==> config.mk <==
export PLATFORM = sky130hd
export DESIGN_NAME = serial_eeprom_config_loader
export DESIGN_NICKNAME = d
export VERILOG_FILES = /design/src/rtl/eeprom_loader_pkg.sv /design/src/rtl/serial_eeprom_config_loader.sv
export VERILOG_INCLUDE_DIRS = /design/src /design/src/rtl
export SDC_FILE = /design/constraint.sdc
export NUM_CORES = 1
export LEC_CHECK = 0
export ABC_AREA = 1
export BUFFER_PORTS_ARGS = -buffer_cell sky130_fd_sc_hd__buf_2
export CORE_ASPECT_RATIO = 0.8
export CORE_UTILIZATION = 51
export DETAILED_ROUTE_END_ITERATION = 12
export HOLD_SLACK_MARGIN = 0.03
export PLACE_DENSITY = 0.82
export SYNTH_ARGS = -nofsm -noshare
export SYNTH_HDL_FRONTEND = slang
export SYNTH_SLANG_ARGS = --single-unit
==> constraint.sdc <==
create_clock -name clk -period 1.95 [get_ports clk]
set_input_delay 0.195 -clock clk [delete_from_list [all_inputs] [get_ports clk]]
set_output_delay 0.195 -clock clk [all_outputs]
set_load 0.02 [all_outputs]
==> src/rtl/eeprom_loader_consts.svh <==
// Offsets, field positions, reset values and timing for the ROM loader
`ifndef EEPROM_LOADER_CONSTS_SVH
`define EEPROM_LOADER_CONSTS_SVH

`define CFG_PORT_OFFSET   8'h14
`define KEY_OFFSET        8'h00
`define CMD_OFFSET        8'h04
`define DATA_OFFSET       8'h08

`define KEY_FIRST         32'haa559966
`define KEY_SECOND        32'h669955aa

`define DONE_BIT          25
`define ERROR_BIT         24
`define RETRY_BIT         24
`define CODE_HI           23
`define CODE_LO           22
`define ADDR_HI           21
`define ADDR_LO           16
`define WADDR_HI          5
`define WADDR_LO          4

`define CFG_DATA_HI       31
`define CFG_DATA_LO       16
`define CFG_IDX_HI        15
`define CFG_IDX_LO        12
`define CFG_WREN_BIT      8

`define PWR_SAVE_BIT      15
`define REV_SEL_BIT       9
`define WAKE_BIT          4
`define DEBUG_BIT         2
`define SWAP_BIT          1
`define EXPROM_BIT        0
`define WORD0_RESET       16'h0007

`define CODE_MISC         2'h0
`define CODE_WRITE        2'h1
`define CODE_READ         2'h2

`define WORD_UID_LO       4'h1
`define WORD_UID_HI       4'h3
`define WORD_CARDBUS      4'h5
`define WORD_SUBSYS       4'h7
`define LAST_LOAD_WORD    4'h8

`define SEND_BITS_SHORT   5'h09
`define SEND_BITS_LONG    5'h19
`define RECV_BITS         5'h11
`define POLL_SETTLE       4

`define CLK_PERIOD_NS     20
`define SK_HALF_NS        500
`define SK_HALF_CYCLES    ((`SK_HALF_NS + `CLK_PERIOD_NS - 1) / `CLK_PERIOD_NS)
`define WRITE_TIMEOUT_NS  10000000
`define WRITE_TIMEOUT_CYCLES (`WRITE_TIMEOUT_NS / `CLK_PERIOD_NS)

`endif

==> src/rtl/eeprom_loader_pkg.sv <==
// Types shared by the serial ROM configuration loader
package eeprom_loader_pkg;
	typedef enum logic [2:0] {
		S_IDLE,
		S_SELECT,
		S_SEND,
		S_RECV,
		S_DESELECT,
		S_POLL,
		S_FINISH
	} seq_state_t;
endpackage : eeprom_loader_pkg

==> src/rtl/serial_eeprom_config_loader.sv <==
// Serial ROM configuration loader with keyed software command access
//
// Function
// Load ROM into configuration after reset
// Words 1 to 8 feed id registers
// Word 0 bit 15 idle power save
// Word 0 bit 9 selects controller revision
// Word 0 bit 4 enables wake signal
// Word 0 bit 2 enables debug path
// Word 0 bit 1 enables byte swap
// Word 0 bit 0 sets expansion enable
// Programmer writes reserved word 0 bits zero
// Offset 14h writes data and index
// Path write needs write enable bit 8
// Word 0 with debug zero locks path
// Path used only with data pin open; logic gates it on word 0 bit 2 and load end only, not on the pin
// Two key writes unlock command registers
// Software brackets writes with enable, disable
// Write word, device sets completion flag
// Retry bit re-executes the pending operation
// Read command returns word in data
// Completion flag bit 25, resets one
// Error flag bit 24 shows failure
// Command code 23:22, address 21:16
// Data register holds write and read words
// Three-wire serial protocol drives the ROM
// New command clears completion until finished; a retry taken in the finish cycle leaves it set
`timescale 1ns/1ps
`include "eeprom_loader_consts.svh"

module serial_eeprom_config_loader #(
	parameter int SK_HALF       = `SK_HALF_CYCLES,
	parameter int WRITE_TIMEOUT = `WRITE_TIMEOUT_CYCLES
) (
	input  wire logic        clk,
	input  wire logic        reset_n,
	input  wire logic        cfg_wr,
	input  wire logic [7:0]  cfg_offset,
	input  wire logic [31:0] cfg_wdata,
	input  wire logic        reg_wr,
	input  wire logic        reg_rd,
	input  wire logic [7:0]  reg_offset,
	input  wire logic [31:0] reg_wdata,
	output logic      [31:0] reg_rdata,
	output logic             rom_cs,
	output logic             rom_sk,
	output logic             rom_di_out,
	input  wire logic        rom_serial_data_out_pin,
	output logic             idle_power_save,
	output logic             controller_revision_select,
	output logic             wake_signal_enable,
	output logic             debug_enable,
	output logic             byte_swap_enable,
	output logic             expansion_rom_enable,
	output logic      [31:0] unique_id_low,
	output logic      [31:0] unique_id_high,
	output logic      [31:0] cardbus_pointer,
	output logic      [31:0] subsystem_ids,
	output logic             load_busy
);
	eeprom_loader_pkg::seq_state_t state;
	logic [15:0] cfg_word [0:15];
	logic        key_stage;
	logic        unlocked;
	logic [1:0]  command_code;
	logic [5:0]  word_address;
	logic [15:0] rom_word_data;
	logic        op_complete_flag;
	logic        op_error_flag;
	logic [1:0]  op_code;
	logic [24:0] shift_out;
	logic [16:0] shift_in;
	logic [4:0]  bit_cnt;
	logic [15:0] tick_cnt;
	logic [23:0] poll_cnt;
	logic        loading;
	logic [3:0]  load_idx;
	logic        di_s1;
	logic        di_s2;
	logic        di_s3;
	logic        di_filt;

	// Decoding
	wire        tick      = (tick_cnt == 16'(SK_HALF - 1));
	wire        idle      = (state == eeprom_loader_pkg::S_IDLE);
	wire        finish    = (state == eeprom_loader_pkg::S_FINISH);
	wire        key_hit   = reg_wr && (reg_offset == `KEY_OFFSET);
	wire        key_second_hit = key_hit && (reg_wdata == `KEY_SECOND);
	wire        cmd_hit   = reg_wr && unlocked && (reg_offset == `CMD_OFFSET);
	wire        data_hit  = reg_wr && unlocked && (reg_offset == `DATA_OFFSET);
	wire [1:0]  new_code  = reg_wdata[`CODE_HI:`CODE_LO];
	wire        retry_go  = cmd_hit && reg_wdata[`RETRY_BIT] && !loading;
	wire        cmd_go    = cmd_hit && !reg_wdata[`RETRY_BIT] && idle &&
		!loading && (new_code == `CODE_READ || new_code == `CODE_MISC);
	wire        write_go  = data_hit && idle && !loading &&
		(command_code == `CODE_WRITE);
	wire        load_go   = loading && idle;
	wire        sw_go     = retry_go || cmd_go || write_go;
	wire        start     = sw_go || load_go;
	wire [1:0]  next_op   = load_go ? `CODE_READ :
		(cmd_go ? new_code : command_code);
	wire [5:0]  next_addr = load_go ? {2'h0, load_idx} :
		(cmd_go ? reg_wdata[`ADDR_HI:`ADDR_LO] : word_address);
	wire [15:0] next_data = write_go ? reg_wdata[15:0] : rom_word_data;
	wire        rd_error  = shift_in[16];
	wire        poll_out  = (poll_cnt == 24'(WRITE_TIMEOUT));
	// Synchroniser still shows the deselected level for a few cycles
	wire        poll_ready = di_filt && (poll_cnt >= 24'(`POLL_SETTLE));
	wire        op_fail   = (op_code == `CODE_READ) ? rd_error : poll_out;
	wire [15:0] word_in   = shift_in[15:0];
	wire [3:0]  cfg_idx   = cfg_wdata[`CFG_IDX_HI:`CFG_IDX_LO];
	wire [15:0] cfg_val   = cfg_wdata[`CFG_DATA_HI:`CFG_DATA_LO];
	wire        cfg_accept = cfg_wr && (cfg_offset == `CFG_PORT_OFFSET) &&
		cfg_wdata[`CFG_WREN_BIT] && cfg_word[0][`DEBUG_BIT] && !loading;

	// Configuration outputs straight from the word store
	assign idle_power_save            = cfg_word[0][`PWR_SAVE_BIT];
	assign controller_revision_select = cfg_word[0][`REV_SEL_BIT];
	assign wake_signal_enable         = cfg_word[0][`WAKE_BIT];
	assign debug_enable               = cfg_word[0][`DEBUG_BIT];
	assign byte_swap_enable           = cfg_word[0][`SWAP_BIT];
	assign expansion_rom_enable       = cfg_word[0][`EXPROM_BIT];
	assign unique_id_low   = {cfg_word[`WORD_UID_LO + 4'h1],
		cfg_word[`WORD_UID_LO]};
	assign unique_id_high  = {cfg_word[`WORD_UID_HI + 4'h1],
		cfg_word[`WORD_UID_HI]};
	assign cardbus_pointer = {cfg_word[`WORD_CARDBUS + 4'h1],
		cfg_word[`WORD_CARDBUS]};
	assign subsystem_ids   = {cfg_word[`WORD_SUBSYS + 4'h1],
		cfg_word[`WORD_SUBSYS]};
	assign load_busy       = loading;

	// Data pin from the ROM: three stages, change taken when two agree
	always_ff @(posedge clk or negedge reset_n)
	begin
		if (!reset_n)
		begin
			di_s1   <= 1'b0;
			di_s2   <= 1'b0;
			di_s3   <= 1'b0;
			di_filt <= 1'b0;
		end
		else
		begin
			di_s1 <= rom_serial_data_out_pin;
			di_s2 <= di_s1;
			di_s3 <= di_s2;
			if (di_s2 == di_s3)
				di_filt <= di_s3;
		end
	end

	// Serial clock half-period divider
	always_ff @(posedge clk or negedge reset_n)
	begin
		if (!reset_n)
			tick_cnt <= 16'h0000;
		else if (tick || start)
			tick_cnt <= 16'h0000;
		else
			tick_cnt <= tick_cnt + 16'h0001;
	end

	// Unlock key sequence
	always_ff @(posedge clk or negedge reset_n)
	begin
		if (!reset_n)
		begin
			key_stage <= 1'b0;
			unlocked  <= 1'b0;
		end
		else if (key_hit)
		begin
			key_stage <= (reg_wdata == `KEY_FIRST);
			if (key_stage && reg_wdata == `KEY_SECOND)
				unlocked <= 1'b1;
		end
	end

	// Command, address and data registers
	always_ff @(posedge clk or negedge reset_n)
	begin
		if (!reset_n)
		begin
			command_code  <= `CODE_MISC;
			word_address  <= 6'h00;
			rom_word_data <= 16'h0000;
		end
		else
		begin
			if (cmd_hit && !reg_wdata[`RETRY_BIT])
			begin
				command_code <= new_code;
				word_address <= reg_wdata[`ADDR_HI:`ADDR_LO];
			end
			if (data_hit)
				rom_word_data <= reg_wdata[15:0];
			if (finish && !loading && op_code == `CODE_READ && !rd_error)
				rom_word_data <= word_in;
		end
	end

	// Completion and error flags
	always_ff @(posedge clk or negedge reset_n)
	begin
		if (!reset_n)
		begin
			op_complete_flag <= 1'b1;
			op_error_flag    <= 1'b0;
		end
		else if (finish)
		begin
			op_complete_flag <= 1'b1;
			op_error_flag    <= op_fail;
		end
		else if (sw_go)
			op_complete_flag <= 1'b0;
	end

	// Register read data
	always_ff @(posedge clk or negedge reset_n)
	begin
		if (!reset_n)
			reg_rdata <= 32'h00000000;
		else if (reg_rd && unlocked && reg_offset == `CMD_OFFSET)
			reg_rdata <= {6'h00, op_complete_flag, op_error_flag,
				command_code, word_address, 16'h0000};
		else if (reg_rd && unlocked && reg_offset == `DATA_OFFSET)
			reg_rdata <= {16'h0000, rom_word_data};
		else if (reg_rd)
			reg_rdata <= 32'h00000000;
	end

	// Word store: reset-time load and configuration-space path
	always_ff @(posedge clk or negedge reset_n)
	begin
		if (!reset_n)
		begin
			for (int i = 0; i < 16; i++)
				cfg_word[i] <= 16'h0000;
			cfg_word[0] <= `WORD0_RESET;
		end
		else if (finish && loading && !rd_error)
			cfg_word[load_idx] <= word_in;
		else if (cfg_accept)
			cfg_word[cfg_idx] <= cfg_val;
	end

	// Reset-time loader walks words 0 to 8, stops on a failed read
	always_ff @(posedge clk or negedge reset_n)
	begin
		if (!reset_n)
		begin
			loading  <= 1'b1;
			load_idx <= 4'h0;
		end
		else if (finish && loading)
		begin
			if (rd_error || load_idx == `LAST_LOAD_WORD)
				loading <= 1'b0;
			load_idx <= load_idx + 4'h1;
		end
	end

	// Three-wire serial sequencer
	always_ff @(posedge clk or negedge reset_n)
	begin
		if (!reset_n)
		begin
			state      <= eeprom_loader_pkg::S_IDLE;
			rom_cs     <= 1'b0;
			rom_sk     <= 1'b0;
			rom_di_out <= 1'b0;
			op_code    <= `CODE_MISC;
			shift_out  <= 25'h0000000;
			shift_in   <= 17'h00000;
			bit_cnt    <= 5'h00;
			poll_cnt   <= 24'h000000;
		end
		else if (start)
		begin
			// Retry abandons whatever is in flight
			state     <= eeprom_loader_pkg::S_SELECT;
			rom_cs    <= 1'b0;
			rom_sk    <= 1'b0;
			op_code   <= next_op;
			shift_out <= {1'b1, next_op, next_addr, next_data};
			bit_cnt   <= (next_op == `CODE_WRITE) ?
				`SEND_BITS_LONG : `SEND_BITS_SHORT;
			poll_cnt  <= 24'h000000;
		end
		else
		begin
			unique case (state)
				eeprom_loader_pkg::S_IDLE:
					rom_cs <= 1'b0;
				eeprom_loader_pkg::S_SELECT:
					if (tick)
					begin
						rom_cs     <= 1'b1;
						rom_di_out <= shift_out[24];
						state      <= eeprom_loader_pkg::S_SEND;
					end
				eeprom_loader_pkg::S_SEND:
					if (tick && !rom_sk)
						rom_sk <= 1'b1;
					else if (tick)
					begin
						rom_sk     <= 1'b0;
						shift_out  <= {shift_out[23:0], 1'b0};
						rom_di_out <= shift_out[23];
						bit_cnt    <= bit_cnt - 5'h01;
						if (bit_cnt == 5'h01 && op_code == `CODE_READ)
						begin
							bit_cnt <= `RECV_BITS;
							state   <= eeprom_loader_pkg::S_RECV;
						end
						else if (bit_cnt == 5'h01)
							state <= eeprom_loader_pkg::S_DESELECT;
					end
				eeprom_loader_pkg::S_RECV:
					if (tick && !rom_sk)
						rom_sk <= 1'b1;
					else if (tick)
					begin
						rom_sk   <= 1'b0;
						shift_in <= {shift_in[15:0], di_filt};
						bit_cnt  <= bit_cnt - 5'h01;
						if (bit_cnt == 5'h01)
							state <= eeprom_loader_pkg::S_DESELECT;
					end
				eeprom_loader_pkg::S_DESELECT:
				begin
					rom_cs     <= 1'b0;
					rom_di_out <= 1'b0;
					if (tick && op_code == `CODE_WRITE)
					begin
						rom_cs <= 1'b1;
						state  <= eeprom_loader_pkg::S_POLL;
					end
					else if (tick)
						state <= eeprom_loader_pkg::S_FINISH;
				end
				eeprom_loader_pkg::S_POLL:
				begin
					// Ready shows as data pin high while selected;
					// count freezes on exit so a timeout stays visible
					if (poll_ready || poll_out)
					begin
						rom_cs <= 1'b0;
						state  <= eeprom_loader_pkg::S_FINISH;
					end
					else
						poll_cnt <= poll_cnt + 24'h000001;
				end
				eeprom_loader_pkg::S_FINISH:
					state <= eeprom_loader_pkg::S_IDLE;
				default:
					state <= eeprom_loader_pkg::S_IDLE;
			endcase
		end
	end
endmodule : serial_eeprom_config_loader

* Word-level counts from Yosys, hierarchy flattened
Index checks and enable logic that the tools add are counted.
Operators by class: $add $sub $neg 4, magnitude comparators 5, equal/unequal tests 34, mux-type cells 62, bitwise gates (word level) 4, reductions and logical operators 70
Operators with widths (number):
- bitwise mux 256 bit | 2
- 2-to-1 mux 256 bit | 2
- demux 16 bit (select 4 bit) | 2
- 2-to-1 mux 25 bit | 4
- 2-to-1 mux 16 bit | 6
- 2-to-1 mux 32 bit | 3
- 2-to-1 mux 24 bit | 3
- 2-to-1 mux 5 bit | 7
- logical AND 1 bit | 33
- 2-to-1 mux 3 bit | 11
- == test 32 x 31 -> 1 bit (second input constant) | 1
- == test 32 bit (second input constant) | 1
- adder 24 x 1 -> 24 bit (second input constant) | 1
- == test 24 x 19 -> 1 bit (second input constant) | 1
- >= comparator 24 x 3 -> 1 bit (second input constant) | 1
- != test 3 bit (second input constant) | 6
- case mux 3 bit (6 select lines) | 1
- adder 16 x 1 -> 16 bit (second input constant) | 1
- == test 16 x 5 -> 1 bit (second input constant) | 1
- 2-to-1 mux 1 bit | 14
- nonzero test 2 bit | 7
- 2-to-1 mux 6 bit | 2
- nonzero test 3 bit | 4
- >= comparator 5 bit (second input constant) | 2
- 35 further kinds | 63
Storage, ports and cells: register bits after elaboration 420, bits of input ports 86, output and inout port bits 170, word-level logic and storage cells 219

* Depth between registers and ports, before layout
depth in word-level cells 11, gate-level depth with buffers 13, depth with buffers taken out 11

* Least setup slack after synthesis
OpenSTA, ideal clock, no wires.
path type flip-flop to flip-flop, from reg loading (netlist: load_busy), to reg shift_out[16], library setup time 0.117 ns, data arrival time 1.837 ns, data required time 1.833 ns, setup slack -0.003 ns, stages on the path, launching flop included 13, buffers on the path 3, period minus slack after synthesis 1.953 ns, path through dfstp_2 inv_1 nand3_1 nor2_1 nand3_2 nand3_4 nor2_2 buf_6 o21ai_4 buf_6 buf_6 nor2_1 nor2_1
Between the ends: longest elaborated chain between the ends 8, elaborated cells between the ends (all ways) 17
RTL lines:
- start: declaration | RTL line serial_eeprom_config_loader.sv:76 | logic loading;
- start signal: assignment | RTL line serial_eeprom_config_loader.sv:254 | loading <= 1'b1;
- start signal: assignment | RTL line serial_eeprom_config_loader.sv:260 | loading <= 1'b0;
- logical NOT 1 bit | RTL line serial_eeprom_config_loader.sv:92, serial_eeprom_config_loader.sv:94, serial_eeprom_config_loader.sv:95
- logical AND 1 bit (2 in series) | RTL line serial_eeprom_config_loader.sv:93 | wire cmd_go = cmd_hit && !reg_wdata[`RETRY_BIT] && idle &&
- logical OR 1 bit (2 in series) | RTL line serial_eeprom_config_loader.sv:98 | wire sw_go = retry_go || cmd_go || write_go;
- logical OR 1 bit | RTL line serial_eeprom_config_loader.sv:99 | wire start = sw_go || load_go;
- != test 2 bit (no line) or nonzero test 2 bit (tied branches)
- AND reduction 3 bit (no line)
- end signal: assignment | RTL line serial_eeprom_config_loader.sv:287 | shift_out <= {1'b1, next_op, next_addr, next_data};
- end signal: assignment | RTL line serial_eeprom_config_loader.sv:310 | shift_out <= {shift_out[23:0], 1'b0};
- end: declaration | RTL line serial_eeprom_config_loader.sv:71 | logic [24:0] shift_out;
Parallel ways exist; a longest one is shown, timed or not. A chain may end at the register's enable or synchronous reset.

* Final worst setup path
from reg loading (netlist: load_busy), to reg shift_out[18]
Same word-level chain as after synthesis.

==> results.py <==
metrics = {
    "layout": {
        "fin_area_mm2": 0.0198,
        "nFillCells": 2128,
        "drive_gt1_share_pct": 26.8,
        "utilization_pct": 69.0,
        "area_delta_synth_final_pct": 31.2,
        "diodes": 0,
        "layout.nets": 2336,
        "stdcell_count": 2634,
    },
    "grt": {
        "grt_start_max_net_pins": 67,
        "grt_remaining_overflow": 0,
        "grt_pass1_wl_um": 75700,
        "track_usage_pct": 31.3,
        "antenna_found_initial": 2,
        "grt_pass1_vias": 14326,
    },
    "power": {
        "seq_power_share_pct": 46.1,
        "p_int_mw": 10.2,
        "finalPower_mw": 13.2,
        "vdd.ir_drop.worst_mv": 0.649,
        "clockPowerShare_pct": 49.5,
        "p_per_area_mw_per_mm2": 669,
        "comb_power_share_pct": 4.4,
        "power.switching_mw": 3.01,
        "sw_frac_of_total_pct": 22.8,
        "p_leak_nw": 9.28,
    },
    "logic_synthesis": {
        "async_reset_ff_share_pct": 100,
        "synth_mux_area_share_pct": 0,
        "synth_fa_ha_area_share_pct": 0.897,
        "ys_warn_count": 0,
        "synthTopCellsByCount": "inv_1 (335), nand2_1 (304), dfrtp_1 (287)",
        "ys_types": 51,
        "synth_area_leaders": "dfrtp_1 (48%), inv_1 (8.4%), o21ai_0 (7.9%)",
        "synth.most_common_cell": "inv_1",
        "synth_top_family_by_area": "compound AO/OA/AOI/OAI gates",
        "ys_seq_elements": 292,
        "syn_area_mm2": 0.0151,
        "synth-xor-area-share_pct": 1.05,
        "synthCells": 1874,
        "synth-compound-area-share_pct": 19.0,
        "yosysTopAreaCellShare_pct": 47.7,
        "yosysTopAreaCell": "dfrtp_1",
        "postSynthAreaPerCell_um2": 8.03,
        "ys.flop_type": "dfrtp_1",
        "yosys.area_share.simple_pct": 18.8,
        "seq_area_frac_synth_pct": 48.6,
        "synth-edff-count": 0,
    },
    "floorplan": {
        "start_util_pct": 52.6,
        "die_area_mm2": 0.0302,
        "die_y_um": 156,
        "rows": 55,
        "die_w_um": 194,
        "io_pins": 256,
        "coreArea_mm2": 0.0286,
    },
    "sta": {
        "min_period_over_period_pct": 103,
        "drv_slew": 0,
        "rsz0062_at_grt": "true",
        "clock.fmax_mhz": 498,
        "max_slew_margin_pct": 60.6,
        "worst_slew_pin_slew_ns": 0.589,
        "totalNegativeSetupSlack_ns": -0.256,
        "hold_viol": 0,
        "fin_ws_ns": -0.0581,
        "setup_violations": 15,
        "fin_crit_ns": 2.01,
        "skew_ns": 0.0153,
        "timing.hold.ws_ns": 0.0332,
    },
    "drt": {
        "wl_um": 51000,
        "wl_per_cell_um": 19.3,
        "first_pass_iters": 6,
        "ant_nets": 0,
        "drc": 0,
        "routed_via_density": 5.86,
        "drt_iter0_markers": 1856,
        "dr_total_vias": 15432,
    },
    "placed_design": {
        "gp_congestion": 0.942,
        "dpl.cell_count": 2539,
        "placed_area_mm2": 0.0176,
        "dp_hpwl_um": 33500,
        "place_ws_ns": -0.344,
        "port-buffer-count": 238,
    },
    "setup_path": {
        "cp_slowest_stage_delay_ns": 0.55,
        "cp-endpoint": "shift_out[18]",
        "worstReg2RegStart": "load_busy",
        "startpoint": "load_busy",
        "crit_required_ns": 2.40,
        "arrival_ns": 2.46,
        "ff2ff_path_depth": 12,
        "cp-end-kind": "register",
        "r2r_end": "shift_out[18]",
        "cp_common_cell": "buf_6",
        "cp-start-kind": "register",
        "path_class": "reg -> reg",
        "r2r_slack_ns": -0.06,
        "crit_fanout": 6,
        "path_cells": "inv_2 > nand3_1 > nor2_2 > nand3_2 > nand3_4 > nor2_4 > buf_6 > o21ai_4 > buf_6 > buf_6 > nor2_1 > nor2_1",
        "slowest_stage": "dfstp_2",
    },
    "clock_network": {
        "cts-root-buf": "clkbuf_16",
        "tritoncts": "done",
        "clk_pin_slew_ns": 0.06,
        "h-tree-depth": 1,
        "numClockSinks": 292,
        "numCtsBuffers": 31,
        "clk_latency_ns": 0.57,
        "cts_buffer_depth": 3,
    },
    "job": {
        "maxCapViolations": 0,
    },
    "outcome": {
        "violations": "negative setup slack",
        "status": "complete, but fails checks",
    },
    "worst_hold_path": {
        "min_path_type": "in -> reg",
    },
}
-- final cells by class --
class	count	area [um2]	share of cell area (%)
Clock buffer	35	821	4.15
Tap cell	370	463	2.34
Multi-Input combinational cell	1155	6490	32.8
Timing Repair Buffer	412	3030	15.4
Sequential cell	292	7310	37.0
Inverter	348	1340	6.76
Clock inverter	22	308	1.56
-- power groups by stage --
stage	Clock, mW	Sequential [mW]	Combinational (mW)
after floorplan	0	6.21	0.170
after global placement	0	6.20	0.523
after detailed placement	0	6.20	0.529
after CTS	6.55	6.09	0.551
after global routing	6.81	6.08	0.620
final	6.55	6.09	0.580
-- worst min-delay path by stage --
stage                             start               to  slack [ns]  cells past startpoint
after global routing      reg_wdata[23]  command_code[1]        0.06                      3
after detailed placement        reset_n       bit_cnt[1]        0.15                      1
after CTS                  reg_wdata[0]     shift_out[0]        0.03                      3
final                     reg_wdata[23]  command_code[1]        0.03                      3
after floorplan                 reset_n       bit_cnt[0]       -0.10                      0
after global placement          reset_n       bit_cnt[1]        0.15                      1
-- metal layers --
| metal | wire length [um] | track usage [%] | up-vias |
|---|---|---|---|
| met4 | 2310 | 11.5 | 4 |
| met3 | 6430 | 7.54 | 207 |
| met5 | 15 | 0 | - |
| met1 | 19700 | 43.4 | 7220 |
| li1 | - | - | 6925 |
| met2 | 22500 | 47.8 | 1076 |
-- repair_timing --
item | CTS | global route
setup endpoints to repair | 145 | 206
setup buffers | 4 | 18
hold buffers | 9 | 0
gates resized for setup | 22 | 166
gates cloned | 0 | 9
pin swaps | 1 | 23
endpoints found under the hold margin | 264 | 0
-- layout by cell type, fill, tap and decap left out, types with 6 or more instances in the layout --
master	synthesis	routed
nand2_1	304	293
nor2_2	4	10
buf_2	27	237
clkinv_1	9	8
buf_6	7	15
dlygate4sd3_1	0	9
clkinvlp_4	0	6
buf_12	0	24
nor2_1	116	104
nand3_1	60	57
nor4_1	21	20
clkinv_2	0	8
clkbuf_16	0	39
o21ai_0	238	190
nand2_2	10	18
a21oi_1	47	41
ha_1	10	7
nand2_4	16	17
conb_1	1	6
nor3_1	26	20
nor2_4	1	7
o21ai_2	1	10
inv_2	4	7
a21oi_2	1	7
o22ai_2	3	16
o21ai_1	52	91
buf_4	11	117
inv_1	335	328
xor2_1	17	17
o22ai_1	146	130
bufinv_16	0	7
nor3b_2	0	9
dfrtp_1	287	287
o22ai_4	3	6
nand4_1	32	32
-- worst max-delay path: cells and delay by family (launching register included) --
kind                   cells  cell delay, ns
AO/OA/AOI/OAI              1            0.08
buffers and inverters      4            0.47
flip-flops                 1            0.55
AND/OR/NAND/NOR            7            0.80
-- cell families after synthesis --
| logic type | after synthesis |
|---|---|
| AOI/OAI and AO/OA | 507 |
| xor gates and xnor gates | 18 |
| adders and majority gates | 11 |
| buffers and inverters | 433 |
| DFF | 292 |
| other | 1 |
| and+or+nand+nor | 612 |
-- registers in the layout (all words and copies together), names as in the netlist, 5 cells and up --
signal,cells
reg_rdata,26
unique_id_low,32
rom_word_data,16
shift_in,17
shift_out,25
subsystem_ids,32
poll_cnt,24
cardbus_pointer,32
bit_cnt,5
tick_cnt,16
unique_id_high,32
word_address,6
Note: power is estimated with default switching activity, not from simulation.
